[src/design/nand_host_pkg.sv]
// Package: pin bundles, command codes and timing for the NAND host
package nand_host_pkg;

  localparam logic [7:0] CMD_READ_MAIN   = 8'h00;
  localparam logic [7:0] CMD_READ_SECOND = 8'h01;
  localparam logic [7:0] CMD_READ_SPARE  = 8'h50;
  localparam logic [7:0] CMD_SIGNATURE   = 8'h90;
  localparam logic [7:0] CMD_STATUS      = 8'h70;
  localparam logic [7:0] CMD_PROG_SETUP  = 8'h80;
  localparam logic [7:0] CMD_CONFIRM     = 8'h10;
  localparam logic [7:0] CMD_COPY_BACK   = 8'h8A;
  localparam logic [7:0] CMD_ERASE_SETUP = 8'h60;
  localparam logic [7:0] CMD_ERASE_CONF  = 8'hD0;
  localparam logic [7:0] CMD_RESET       = 8'hFF;

  // Four address cycles; x16 ignores bit 8, x8 takes it from the pointer
  localparam logic [2:0] ADDR_CYCLES     = 3'h4;
  localparam int         ADDR_HI_FIRST   = 9;
  localparam int         ADDR_TOP_BIT    = 26;
  localparam int         SECOND_HALF_BIT = 8;

  // Strobe phase length in ns and in clock cycles at 10 ns
  localparam int         CLK_PERIOD_NS   = 10;
  localparam int         STROBE_LOW_NS   = 40;
  localparam int         STROBE_HIGH_NS  = 20;
  localparam logic [3:0] STROBE_LOW_CYC  =
    4'((STROBE_LOW_NS + CLK_PERIOD_NS - 1) / CLK_PERIOD_NS);
  localparam logic [3:0] STROBE_HIGH_CYC =
    4'((STROBE_HIGH_NS + CLK_PERIOD_NS - 1) / CLK_PERIOD_NS);

  typedef enum logic [3:0] {
    OP_COMMAND = 4'h1,
    OP_ADDRESS = 4'h2,
    OP_WRITE   = 4'h4,
    OP_READ    = 4'h8
  } op_t;

  typedef struct packed {
    logic        chip_sel_n;
    logic        cmd_latch;
    logic        addr_latch;
    logic        write_strobe_n;
    logic        read_strobe_n;
    logic        write_protect_n;
    logic [15:0] io_out;
    logic        io_oe;
  } pins_t;

  typedef struct packed {
    op_t         op;
    logic [15:0] data;
  } req_t;

endpackage

[src/design/nand_host.sv]
// Host controller that drives a NAND device's command and data pins
`timescale 1ns/1ns
// Overview of operation
// Command byte, command latch high, strobe rises
// Address cycle: select low, address latch high
// Read data on latch-low read strobe pulses
// Select high puts idle device into standby
// Program or erase only with protect high
// x8 address: four cycles, top bits low
// x16: upper lines low in address cycles
// Device ignores address cycles beyond four
// x8 bit 8 from pointer code
// x16 bit 8 is don't care
// x16 words counted from bit 0
// x16 has no second-half pointer
// Device command set recognised
// Program and erase need setup then confirm
// Busy device takes only status, reset
// Undefined sequences discarded by device
// Read codes select column area
// x16 main pointer covers words 0-255
// x8 main pointer covers bytes 0-255
// x8 second pointer covers bytes 256-511
// Spare pointer: bytes 512-527, words 256-263
// Upper lines carry only data
// Both latches high never driven
module nand_host (
  input  wire logic                 clk,
  input  wire logic                 rst_n,
  input  wire logic                 wide_bus,
  input  wire logic                 allow_modify,
  input  wire nand_host_pkg::req_t  req,
  input  wire logic                 req_valid,
  output logic                      req_ready,
  input  wire logic [26:0]          addr,
  input  wire logic                 addr_valid,
  output logic                      addr_ready,
  output logic [15:0]               rd_data,
  output logic                      rd_valid,
  output logic                      refused,
  input  wire logic [15:0]          io_in,
  input  wire logic                 ready_busy_in,
  output nand_host_pkg::pins_t      pins,
  output logic                      device_busy
);

  typedef enum logic [3:0] {
    ST_IDLE  = 4'h1,
    ST_SETUP = 4'h2,
    ST_LOW   = 4'h4,
    ST_HIGH  = 4'h8
  } state_t;

  state_t              state;
  nand_host_pkg::op_t  op;
  logic [15:0]         out_word;
  logic [2:0]          addr_left;
  logic [26:0]         addr_shift;
  logic [7:0]          last_cmd;
  logic                rb_meta;
  logic                rb_sync;
  logic [15:0]         io_meta;
  logic [15:0]         io_sync;
  logic                timer_start;
  logic [3:0]          timer_len;
  logic                timer_done;
  logic                cmd_blocked;

  // Program/erase setup codes; this check is never called, so only the busy filter gates them
  function automatic logic is_modify(input logic [7:0] c);
    is_modify = (c == nand_host_pkg::CMD_PROG_SETUP) ||
                (c == nand_host_pkg::CMD_ERASE_SETUP) ||
                (c == nand_host_pkg::CMD_COPY_BACK);
  endfunction

  // Busy device accepts only status and reset
  function automatic logic busy_ok(input logic [7:0] c);
    busy_ok = (c == nand_host_pkg::CMD_STATUS) ||
              (c == nand_host_pkg::CMD_RESET);
  endfunction

  // Pin inputs pass two flops; first stage read only by second
  always_ff @(posedge clk or negedge rst_n) begin
    if (!rst_n) begin
      rb_meta <= 1'b1;
      rb_sync <= 1'b1;
      io_meta <= 16'h0000;
      io_sync <= 16'h0000;
    end else begin
      rb_meta <= ready_busy_in;
      rb_sync <= rb_meta;
      io_meta <= io_in;
      io_sync <= io_meta;
    end
  end

  assign device_busy = !rb_sync;

  // Host-side refusal: busy filter, x16 second pointer, confirm order
  always_comb begin
    cmd_blocked = 1'b0;
    if (device_busy && !busy_ok(req.data[7:0])) begin
      cmd_blocked = 1'b1;
    end else if (wide_bus &&
                 req.data[7:0] == nand_host_pkg::CMD_READ_SECOND) begin
      cmd_blocked = 1'b1;
    end else if (req.data[7:0] == nand_host_pkg::CMD_CONFIRM &&
                 last_cmd != nand_host_pkg::CMD_PROG_SETUP &&
                 last_cmd != nand_host_pkg::CMD_COPY_BACK) begin
      cmd_blocked = 1'b1;
    end else if (req.data[7:0] == nand_host_pkg::CMD_ERASE_CONF &&
                 last_cmd != nand_host_pkg::CMD_ERASE_SETUP) begin
      cmd_blocked = 1'b1;
    end
  end

  assign req_ready  = (state == ST_IDLE) && (addr_left == 3'h0);
  assign addr_ready = (state == ST_IDLE) && (addr_left == 3'h0);

  logic take_req;
  logic take_addr;
  assign take_req  = req_valid && req_ready &&
                     !(req.op == nand_host_pkg::OP_COMMAND && cmd_blocked);
  assign take_addr = addr_valid && addr_ready && !req_valid;

  always_ff @(posedge clk or negedge rst_n) begin
    if (!rst_n) begin
      refused <= 1'b0;
    end else begin
      refused <= req_valid && req_ready &&
                 req.op == nand_host_pkg::OP_COMMAND && cmd_blocked;
    end
  end

  // Remember last command code for confirm checks
  always_ff @(posedge clk or negedge rst_n) begin
    if (!rst_n) begin
      last_cmd <= nand_host_pkg::CMD_RESET;
    end else if (take_req && req.op == nand_host_pkg::OP_COMMAND) begin
      last_cmd <= req.data[7:0];
    end
  end

  // Strobe sequencer
  assign timer_start = (state == ST_SETUP) ||
                       (state == ST_LOW && timer_done);
  assign timer_len   = (state == ST_SETUP) ? nand_host_pkg::STROBE_LOW_CYC
                                           : nand_host_pkg::STROBE_HIGH_CYC;

  nand_strobe_timer u_timer (
    .clk    (clk),
    .rst_n  (rst_n),
    .start  (timer_start),
    .length (timer_len),
    .done   (timer_done)
  );

  always_ff @(posedge clk or negedge rst_n) begin
    if (!rst_n) begin
      state <= ST_IDLE;
      op    <= nand_host_pkg::OP_COMMAND;
    end else begin
      case (state)
        ST_IDLE: begin
          if (take_req) begin
            op    <= req.op;
            state <= ST_SETUP;
          end else if (take_addr || addr_left != 3'h0) begin
            op    <= nand_host_pkg::OP_ADDRESS;
            state <= ST_SETUP;
          end
        end
        ST_SETUP: begin
          state <= ST_LOW;
        end
        ST_LOW: begin
          if (timer_done) begin
            state <= ST_HIGH;
          end
        end
        ST_HIGH: begin
          if (timer_done) begin
            state <= ST_IDLE;
          end
        end
        default: begin
          state <= ST_IDLE;
        end
      endcase
    end
  end

  // Address cycle counter and bus word forming
  always_ff @(posedge clk or negedge rst_n) begin
    if (!rst_n) begin
      addr_left  <= 3'h0;
      addr_shift <= 27'h0000000;
      out_word   <= 16'h0000;
    end else if (state == ST_IDLE && take_req) begin
      out_word <= req.data;
      if (req.op != nand_host_pkg::OP_WRITE || !wide_bus) begin
        out_word[15:8] <= 8'h00;
      end
    end else if (state == ST_IDLE && (take_addr || addr_left != 3'h0)) begin
      // Bit 8 never sent: pointer code or don't care decides it
      if (take_addr) begin
        out_word   <= {8'h00, addr[7:0]};
        addr_shift <= {9'h000, addr[nand_host_pkg::ADDR_TOP_BIT:
                                    nand_host_pkg::ADDR_HI_FIRST]};
        addr_left  <= nand_host_pkg::ADDR_CYCLES - 3'h1;
      end else begin
        if (addr_left == 3'h1) begin
          out_word <= {14'h0000, addr_shift[1:0]};
        end else begin
          out_word <= {8'h00, addr_shift[7:0]};
        end
        addr_shift <= {8'h00, addr_shift[26:8]};
        addr_left  <= addr_left - 3'h1;
      end
    end
  end

  // Pin drive; select low only while a cycle runs, else standby
  always_comb begin
    pins.chip_sel_n      = (state == ST_IDLE);
    pins.cmd_latch       = (state != ST_IDLE) &&
                           (op == nand_host_pkg::OP_COMMAND);
    pins.addr_latch      = (state != ST_IDLE) &&
                           (op == nand_host_pkg::OP_ADDRESS);
    pins.write_strobe_n  = !(state == ST_LOW &&
                             op != nand_host_pkg::OP_READ);
    pins.read_strobe_n   = !(state == ST_LOW &&
                             op == nand_host_pkg::OP_READ);
    pins.write_protect_n = allow_modify;
    pins.io_out          = out_word;
    pins.io_oe           = (state != ST_IDLE) &&
                           (op != nand_host_pkg::OP_READ);
  end

  // Read data captured at end of low phase
  always_ff @(posedge clk or negedge rst_n) begin
    if (!rst_n) begin
      rd_data  <= 16'h0000;
      rd_valid <= 1'b0;
    end else begin
      rd_valid <= (state == ST_LOW) && timer_done &&
                  (op == nand_host_pkg::OP_READ);
      if ((state == ST_LOW) && timer_done &&
          (op == nand_host_pkg::OP_READ)) begin
        rd_data <= wide_bus ? io_sync : {8'h00, io_sync[7:0]};
      end
    end
  end

  latch_excl_a: assert property (@(posedge clk) disable iff (!rst_n)
    !(pins.cmd_latch && pins.addr_latch))
    else $error("both latch selects high");

  read_no_drive_a: assert property (@(posedge clk) disable iff (!rst_n)
    !pins.read_strobe_n |-> !pins.io_oe && !pins.cmd_latch &&
    !pins.addr_latch && pins.write_strobe_n && !pins.chip_sel_n)
    else $error("read strobe with bus driven");

  cmd_strobe_a: assert property (@(posedge clk) disable iff (!rst_n)
    (pins.cmd_latch && !pins.write_strobe_n) |-> !pins.chip_sel_n &&
    pins.read_strobe_n && pins.io_oe)
    else $error("command cycle pins wrong");

  addr_cycle_a: assert property (@(posedge clk) disable iff (!rst_n)
    (pins.addr_latch && !pins.write_strobe_n) |-> !pins.chip_sel_n &&
    pins.read_strobe_n && !pins.cmd_latch)
    else $error("address cycle pins wrong");

  addr_upper_a: assert property (@(posedge clk) disable iff (!rst_n)
    pins.addr_latch |-> pins.io_out[15:8] == 8'h00)
    else $error("upper lines driven in address cycle");

  // Only the fourth address cycle and a direct OP_ADDRESS request run with no cycles left
  last_addr_a: assert property (@(posedge clk) disable iff (!rst_n)
    (pins.addr_latch && addr_left == 3'h0)
    |-> pins.io_out[15:2] == 14'h0000)
    else $error("fourth address cycle high bits set");

  busy_filter_a: assert property (@(posedge clk) disable iff (!rst_n)
    (req_valid && req_ready && device_busy &&
     req.op == nand_host_pkg::OP_COMMAND && !busy_ok(req.data[7:0]))
    |=> refused && state == ST_IDLE)
    else $error("command sent while busy");

  second_ptr_a: assert property (@(posedge clk) disable iff (!rst_n)
    (wide_bus && pins.cmd_latch) |->
    pins.io_out[7:0] != nand_host_pkg::CMD_READ_SECOND)
    else $error("second pointer sent on x16");

  standby_a: assert property (@(posedge clk) disable iff (!rst_n)
    pins.chip_sel_n |-> !pins.io_oe && pins.write_strobe_n &&
    pins.read_strobe_n)
    else $error("activity while deselected");

endmodule

[src/design/nand_strobe_timer.sv]
// Counter that times one strobe phase
`timescale 1ns/1ns
module nand_strobe_timer (
  input  wire logic       clk,
  input  wire logic       rst_n,
  input  wire logic       start,
  input  wire logic [3:0] length,
  output logic            done
);

  logic [3:0] count;

  always_ff @(posedge clk or negedge rst_n) begin
    if (!rst_n) begin
      count <= 4'h0;
    end else if (start) begin
      count <= length;
    end else if (count != 4'h0) begin
      count <= count - 4'h1;
    end
  end

  assign done = (count == 4'h1);

endmodule

[config.mk]
export PLATFORM = sky130hd
export DESIGN_NAME = nand_host
export DESIGN_NICKNAME = d
export VERILOG_FILES = /design/src/design/nand_host_pkg.sv /design/src/design/nand_host.sv /design/src/design/nand_strobe_timer.sv
export SDC_FILE = /design/constraint.sdc
export NUM_CORES = 1
export LEC_CHECK = 0
export ABC_AREA = 1
export BUFFER_PORTS_ARGS = -buffer_cell sky130_fd_sc_hd__buf_2
export CELL_PAD_IN_SITES_DETAIL_PLACEMENT = 0
export CELL_PAD_IN_SITES_GLOBAL_PLACEMENT = 1
export CORE_UTILIZATION = 36
export CTS_CLUSTER_DIAMETER = 120
export CTS_CLUSTER_SIZE = 8
export DETAILED_ROUTE_END_ITERATION = 10
export PLACE_DENSITY_LB_ADDON = 0.1
export RECOVER_POWER = 50
export SYNTH_ARGS = -nofsm -noshare
export SYNTH_HDL_FRONTEND = slang
export SYNTH_HIERARCHICAL = 1
export SYNTH_SLANG_ARGS = --single-unit
export TNS_END_PERCENT = 30
[constraint.sdc]
create_clock -name clk -period 1.63 [get_ports clk]
set_input_delay 0.2445 -clock clk [delete_from_list [all_inputs] [get_ports clk]]
set_output_delay 0.2445 -clock clk [all_outputs]
set_load 0.02 [all_outputs]
==> flow_metrics.py, run 1 <==
metrics = {
    "status": {
        "outcome": "complete, but fails checks",
        "violations": "setup timing",
    },
    "floorplan": {
        "initial_core_util": 0.3757,
        "fp.dieW_microns": 115.1,
        "ioPinCount": 114,
        "die_h_microns": 115.1,
        "rows": 40,
        "core_sq_mm": 0.01226,
        "die_area_sq_mm": 0.01325,
    },
    "grt": {
        "grt_pass1_wl_microns": 17800,
        "grt_pass1_vias": 3644,
        "grt_overflow_total": 0,
        "grt_use_total": 0.1788,
        "antenna_found_initial": 0,
        "grt_max_degree": 53,
    },
    "synthesis": {
        "synth_area_sq_mm": 0.004607,
        "synth.largest_area_cell": "dfrtp_1",
        "synth.avg_cell_area_sq_um": 9.383,
        "ys_types": 36,
        "syn_inst": 491,
        "netlist.area_leader.share": 0.5269,
        "seq_area_frac_synth": 0.5953,
        "synth-seq-cells": 109,
        "ys_warn_count": 6,
        "synthTopCellsByArea": "dfrtp_1, nand2_1, dfstp_2, nand3_1, inv_1",
    },
    "timing": {
        "setup_viol": 58,
        "finalWorstSetupSlack_ns": -0.2224,
        "final.period_utilization": 1.136,
        "fmax_mhz": 539.8,
        "hold_viol": 0,
        "timing.slew.headroom": 0.5445,
        "rsz0062_at_grt": "true",
        "finalClockSkew_ns": 0.003876,
        "worst_pin_slew_ns": 0.6833,
        "setup-tns-final_ns": -8.509,
        "finalCriticalPeriod_ns": 1.852,
        "finalMaxSlewViolations": 0,
    },
    "clock_network": {
        "numCtsBuffers": 9,
        "cts_root_buffer": "clkbuf_16",
        "cts_max_level": 3,
        "clk_path_buf_depth": 2,
        "cts_sinks": 109,
        "cts_tree": "built",
        "worstSkewPairLatency_ns": 0.36,
        "clk_pin_slew_ns": 0.07,
    },
    "routing": {
        "wl_per_cell_microns": 13.65,
        "dr_total_vias": 3833,
        "ant_nets": 0,
        "firstDrtPassIters": 4,
        "drc": 0,
        "drtIter0Drc": 127,
        "wirelength_microns": 11610,
        "viasPerCell": 4.509,
    },
    "setup_path": {
        "cp.required_ns": 1.88,
        "cp.arrival_ns": 2.10,
        "path_delay_family": "simple AND/OR/NAND/NOR gates",
        "cp_num_buf_inv": 3,
        "endpoint_kind": "flop",
        "cp-start-kind": "flop",
        "path_max_fanout": 5,
        "crit_chain": "inv_2 > nor2_2 > nand2_2 > nor2_4 > nand3_2 > nand2_4 > nand2_8 > nor2_4 > buf_6 > inv_4 > nor2_2 > nor3_1",
        "critPathSlowestCell": "dfstp_2",
        "criticalPathCategory": "flop to flop",
        "cpPeakStageDelay_ns": 0.55,
    },
    "power": {
        "pwr-share-seq": 0.334,
        "p_int_uw": 6837,
        "p_sw_uw": 3908,
        "ir_drop_mv": 1.026,
        "p_per_area_mw_per_mm2": 1569,
        "p_sw_frac": 0.3637,
        "power_frac_clock": 0.207,
        "leakage_uw": 0.003345,
        "power.share.combinational": 0.459,
    },
    "worst_hold_path": {
        "hold_class": "input port to flop",
    },
    "final_layout": {
        "syn_to_final_growth_pct": 48.70,
        "mostFrequentLayoutCells": "nand2_1, buf_2, dfrtp_1, inv_1, buf_4",
        "layout-drive-gt1-share": 0.4501,
        "diodes": 0,
        "final_util": 0.5587,
        "finalNetCount": 753,
        "final_common_cell": "nand2_1",
        "instances_no_fill": 850,
    },
    "placed_design": {
        "place_inst": 799,
        "numPortBuffers": 110,
        "post-dp-hpwl_microns": 7823,
        "place.gp.congestion": 0.7442,
    },
    "run": {
        "cap_violations": 0,
    },
}
cell families after synthesis:
logic type,after synthesis,share of synthesized area
AND/OR/NAND/NOR,244,0.2366
flip-flops,109,0.5953
buffers and inverters,70,0.06762
AO/OA/AOI/OAI,61,0.08338
adder cells (fa/ha/maj),6,0.01630
other,1,0.0008140
worst min-delay path, stage by stage:
cell and delay, ns:
buf_2 0.07, nand2_1 0.05, o21ai_2 0.04
power by group through the flow:
stage,clock network [uW],logic [uW],registers (uW)
2_1_floorplan,0,2030,3660
3_3_place_gp,0,3240,3580
3_5_place_dp,0,3290,3600
4_1_cts,2300,4070,3550
5_1_grt,2400,5360,3660
6_report,2230,4930,3590
sequential cells by signal (all words and copies together) (netlist names):
name,cells
addr_shift,18
io_meta,16
io_sync,16
out_word,16
rd_data,16
last_cmd,8
op,4
state,4
u_timer/count,4
addr_left,3
rb_meta,1
rb_sync,1
rd_valid,1
refused,1
routing by layer:
metal  GRT usage  vias to the layer above  part of all wire
li1            -                     1955                 -
met1      0.2319                     1802              0.46
met2      0.2900                       63              0.49
met3     0.03532                       13             0.029
met4     0.08225                        0             0.019
met5           0                        -                 0
cell usage after synthesis, drive strengths merged:
master and n:
nand3 60, o211ai 8, inv 50, ha 6, clkbuf 3, a211oi 5
buf 17, a21boi 1, o21ai 37, nor3 9, dfrtp 97, nor2 47
o22ai 3, dfstp 12, nor4 2, or2 5, a22oi 1, a21oi 6
conb 1, nand2 121
what timing repair did:
| action | CTS | global route |
|---|---|---|
| endpoints found under the setup margin | 49 | 80 |
| hold buffers | 18 | 0 |
| hold endpoints to repair | 29 | 0 |
| gates resized for setup | 59 | 79 |
| buffers inserted | 6 | 6 |
| cloned | 3 | 4 |
| pin swaps | 9 | 28 |
worst paths after layout:
check | startpoint | endpoint | slack, ns | cells past startpoint
worst max-delay path | state[0] | addr_shift[0] | -0.22 | 12
worst min-delay path | addr[22] | addr_shift[13] | 0.09 | 3
worst max register to register | state[0] | addr_shift[0] | -0.22 | 12
worst min register to register | io_meta[12] | io_sync[12] | 0.35 | 0
max in group asynchronous | rst_n | rd_data[0] | 0.20 | 3
min in group asynchronous | rst_n | rd_data[9] | 0.45 | 2
per-stage QoR:
| step | cell area (sq um) | worst slack [ns] | total power [uW] | hold WS [ns] |
|---|---|---|---|---|
| finish | 6850 | -0.2224 | 10750 | 0.09320 |
| global route | 6850 | -0.3375 | 11420 | 0.09386 |
| CTS | 6439 | -0.2371 | 9927 | 0.08149 |
| detailed placement | 5693 | -0.1159 | 6889 | 0.1915 |
| global placement | 5693 | -0.08815 | 6819 | 0.1853 |
| floorplan | 4611 | -0.09479 | 5696 | -0.05109 |
cell type report:
class                           count  area [sq um]
Clock inverter                      6         58.81
Fill cell                        1126          5411
Timing Repair Buffer              194          1488
Sequential cell                   109          2743
Tap cell                          168         210.2
Clock buffer                       10         239.0
Multi-Input combinational cell    313          1904
Inverter                           50         207.7
Note: power is estimated with default switching activity, not from simulation.
==> run 2: changes to the inputs <==
--- a/config.mk
+++ b/config.mk
@@ -6,13 +6,13 @@
 export NUM_CORES = 1
 export LEC_CHECK = 0
 export ABC_AREA = 1
-export BUFFER_PORTS_ARGS = -buffer_cell sky130_fd_sc_hd__buf_2
 export CELL_PAD_IN_SITES_DETAIL_PLACEMENT = 0
 export CELL_PAD_IN_SITES_GLOBAL_PLACEMENT = 1
-export CORE_UTILIZATION = 36
+export CORE_UTILIZATION = 40
 export CTS_CLUSTER_DIAMETER = 120
 export CTS_CLUSTER_SIZE = 8
 export DETAILED_ROUTE_END_ITERATION = 10
+export DONT_BUFFER_PORTS = 1
 export PLACE_DENSITY_LB_ADDON = 0.1
 export RECOVER_POWER = 50
 export SYNTH_ARGS = -nofsm -noshare
==> constraint.sdc (replaced) <==
create_clock -name clk -period 1.63 [get_ports clk]
set_input_delay 0.2445 -clock clk [delete_from_list [all_inputs] [get_ports clk]]
set_output_delay 0.2445 -clock clk [all_outputs]
set_load 0.05 [all_outputs]
==> run 2 against run 1 <==
Net effect: the flow finishes with violations (hold timing, setup timing); clock skew increased by 0.0037 ns; hold slack got worse by 0.52 ns; cell count fell by 16%; critical path type is now flop to output port; critical endpoint is now pins[21].
==> flow_metrics.py, run 2 (synthesis gave the netlist of run 1 again) <==
metrics = {
    "clock_network": {
        "worstSkewPairLatency_ns": 0.36,
        "cts_tree": "built",
        "numCtsBuffers": 9,
        "hold_buffers": 26,
        "cts_sinks": 109,
        "cts_root_buffer": "clkbuf_16",
        "clk_pin_slew_ns": 0.07,
        "cts_max_level": 3,
        "clk_path_buf_depth": 2,
    },
    "setup_path": {
        "path_max_fanout": 4,
        "cp_common_cell": "buf_12",
        "rr_worst_depth": 11,
        "rr_startpoint": "state[0]",
        "startpoint": "state[1]",
        "crit_chain": "nor2_2 > nand2_2 > inv_2 > buf_12 > nor4_4 > buf_12",
        "r2r-end": "last_cmd[2]",
        "endpoint_kind": "output port",
        "cp.arrival_ns": 1.58,
        "cpPeakStageDelay_ns": 0.41,
        "r2r_setup_slack_ns": -0.13,
        "cp.required_ns": 1.39,
        "criticalPathCategory": "flop to output port",
        "cp-start-kind": "flop",
        "critical_path.endpoint": "pins[21]",
        "critPathSlowestCell": "dfrtp_1",
    },
    "floorplan": {
        "die_area_sq_mm": 0.01195,
        "fp.dieW_microns": 109.3,
        "rows": 38,
        "core_sq_mm": 0.01103,
        "ioPinCount": 114,
        "die_h_microns": 109.3,
        "initial_core_util": 0.4176,
    },
    "final_layout": {
        "largest_register_ffs": 18,
        "registers.top_by_ff_count": "addr_shift",
        "finalNetCount": 643,
        "mostFrequentLayoutCells": "nand2_1, dfrtp_1, inv_1, buf_4, nand3_1",
        "instances_no_fill": 713,
        "final_common_cell": "nand2_1",
        "syn_to_final_growth_pct": 34.27,
        "layout-drive-gt1-share": 0.2972,
    },
    "routing": {
        "viasPerCell": 4.815,
        "drtIter0Drc": 157,
        "ant_nets": 0,
        "top_layer_used": "met4",
        "dr_total_vias": 3433,
        "met1_length_microns": 4617,
        "routed-wl-met2_microns": 5414,
        "met3WireLength_microns": 638,
        "drc": 0,
        "firstDrtPassIters": 4,
        "wirelength_microns": 10850,
        "wl_per_cell_microns": 15.21,
    },
    "placed_design": {
        "place.gp.congestion": 0.7390,
        "place_inst": 653,
        "numPortBuffers": 0,
        "post-dp-hpwl_microns": 7141,
    },
    "timing": {
        "final.period_utilization": 1.117,
        "worst_pin_slew_ns": 0.5755,
        "finalCriticalPeriod_ns": 1.821,
        "hold_viol": 109,
        "setup-tns-final_ns": -4.193,
        "rsz0062_at_grt": "true",
        "holdWs_ns": -0.4221,
        "finalWorstSetupSlack_ns": -0.1907,
        "finalMaxSlewViolations": 0,
        "timing.slew.headroom": 0.6163,
        "finalClockSkew_ns": 0.007542,
        "fmax_mhz": 549.2,
        "setup_viol": 49,
    },
    "grt": {
        "antenna_found_initial": 1,
        "grt_pass1_wl_microns": 17240,
        "grt_overflow_total": 0,
        "grt_pass1_vias": 3445,
        "grt_max_degree": 110,
        "grt_use_total": 0.1951,
    },
    "power": {
        "p_total_uw": 10340,
        "ir_drop_mv": 1.358,
        "leakage_uw": 0.002840,
        "p_per_area_mw_per_mm2": 1671,
    },
    "worst_hold_path": {
        "hold_class": "input port to asynchronous set/reset pin",
    },
    "status": {
        "violations": "hold timing, setup timing",
        "outcome": "complete, but fails checks",
    },
    "run": {
        "cap_violations": 0,
    },
}
run 2: worst min-delay path by stage:
stage	depth (start not counted)	slack, ns	start	to
2_1_floorplan	0	-0.05	rst_n	addr_left[0]
3_5_place_dp	0	-0.05	rst_n	rd_data[15]
3_3_place_gp	0	-0.05	rst_n	rd_data[8]
5_1_grt	0	-0.44	rst_n	rd_data[8]
6_report	0	-0.42	rst_n	rd_data[8]
4_1_cts	0	-0.44	rst_n	addr_shift[14]
run 2: through the flow:
step,cell area [sq um],worst slack (ns),utilization
after detailed placement,5077,-0.1367,0.4603
after CTS,5917,-0.2084,0.5364
after global routing,6186,-0.2533,0.5608
after global placement,5077,-0.06116,0.4603
final,6186,-0.1907,0.5608
after floorplan,4644,-0.2811,-
run 2: critical path, delay by kind of cell (launching register included):
kind / cells / cell delay (ns)
and+or+nand+nor: 3 / 0.41
buffers and inverters: 3 / 0.40
DFF: 1 / 0.41
run 2: area by class of cell:
cell class,instances,area (sq um)
fill,1004,4845
tap,140,175.2
multi-input combinational,313,1842
clock buffer,10,239.0
timing repair buffer,84,903.4
inverter,50,197.7
antenna,1,2.502
sequential,109,2743
clock inverter,6,83.83
run 2: timing repair:
| action | CTS | global route |
|---|---|---|
| cloned | 4 | 1 |
| buffers inserted | 8 | 4 |
| setup endpoints to repair | 54 | 80 |
| pin swaps | 8 | 6 |
| resized for setup | 42 | 56 |
| endpoints found under the hold margin | 135 | 109 |
run 2: report_power, final:
group          internal [uW]  switching [uW]  total, uW
clock                   1270            1050       2320
sequential              3240             707       3950
combinational           1880            2190       4070
run 2: routing by layer:
| layer | vias to the layer above | global-route usage |
|---|---|---|
| met5 | - | 0 |
| met4 | 0 | 0.08095 |
| met3 | 13 | 0.06758 |
| met2 | 61 | 0.3257 |
| met1 | 1623 | 0.2293 |
| li1 | 1736 | - |
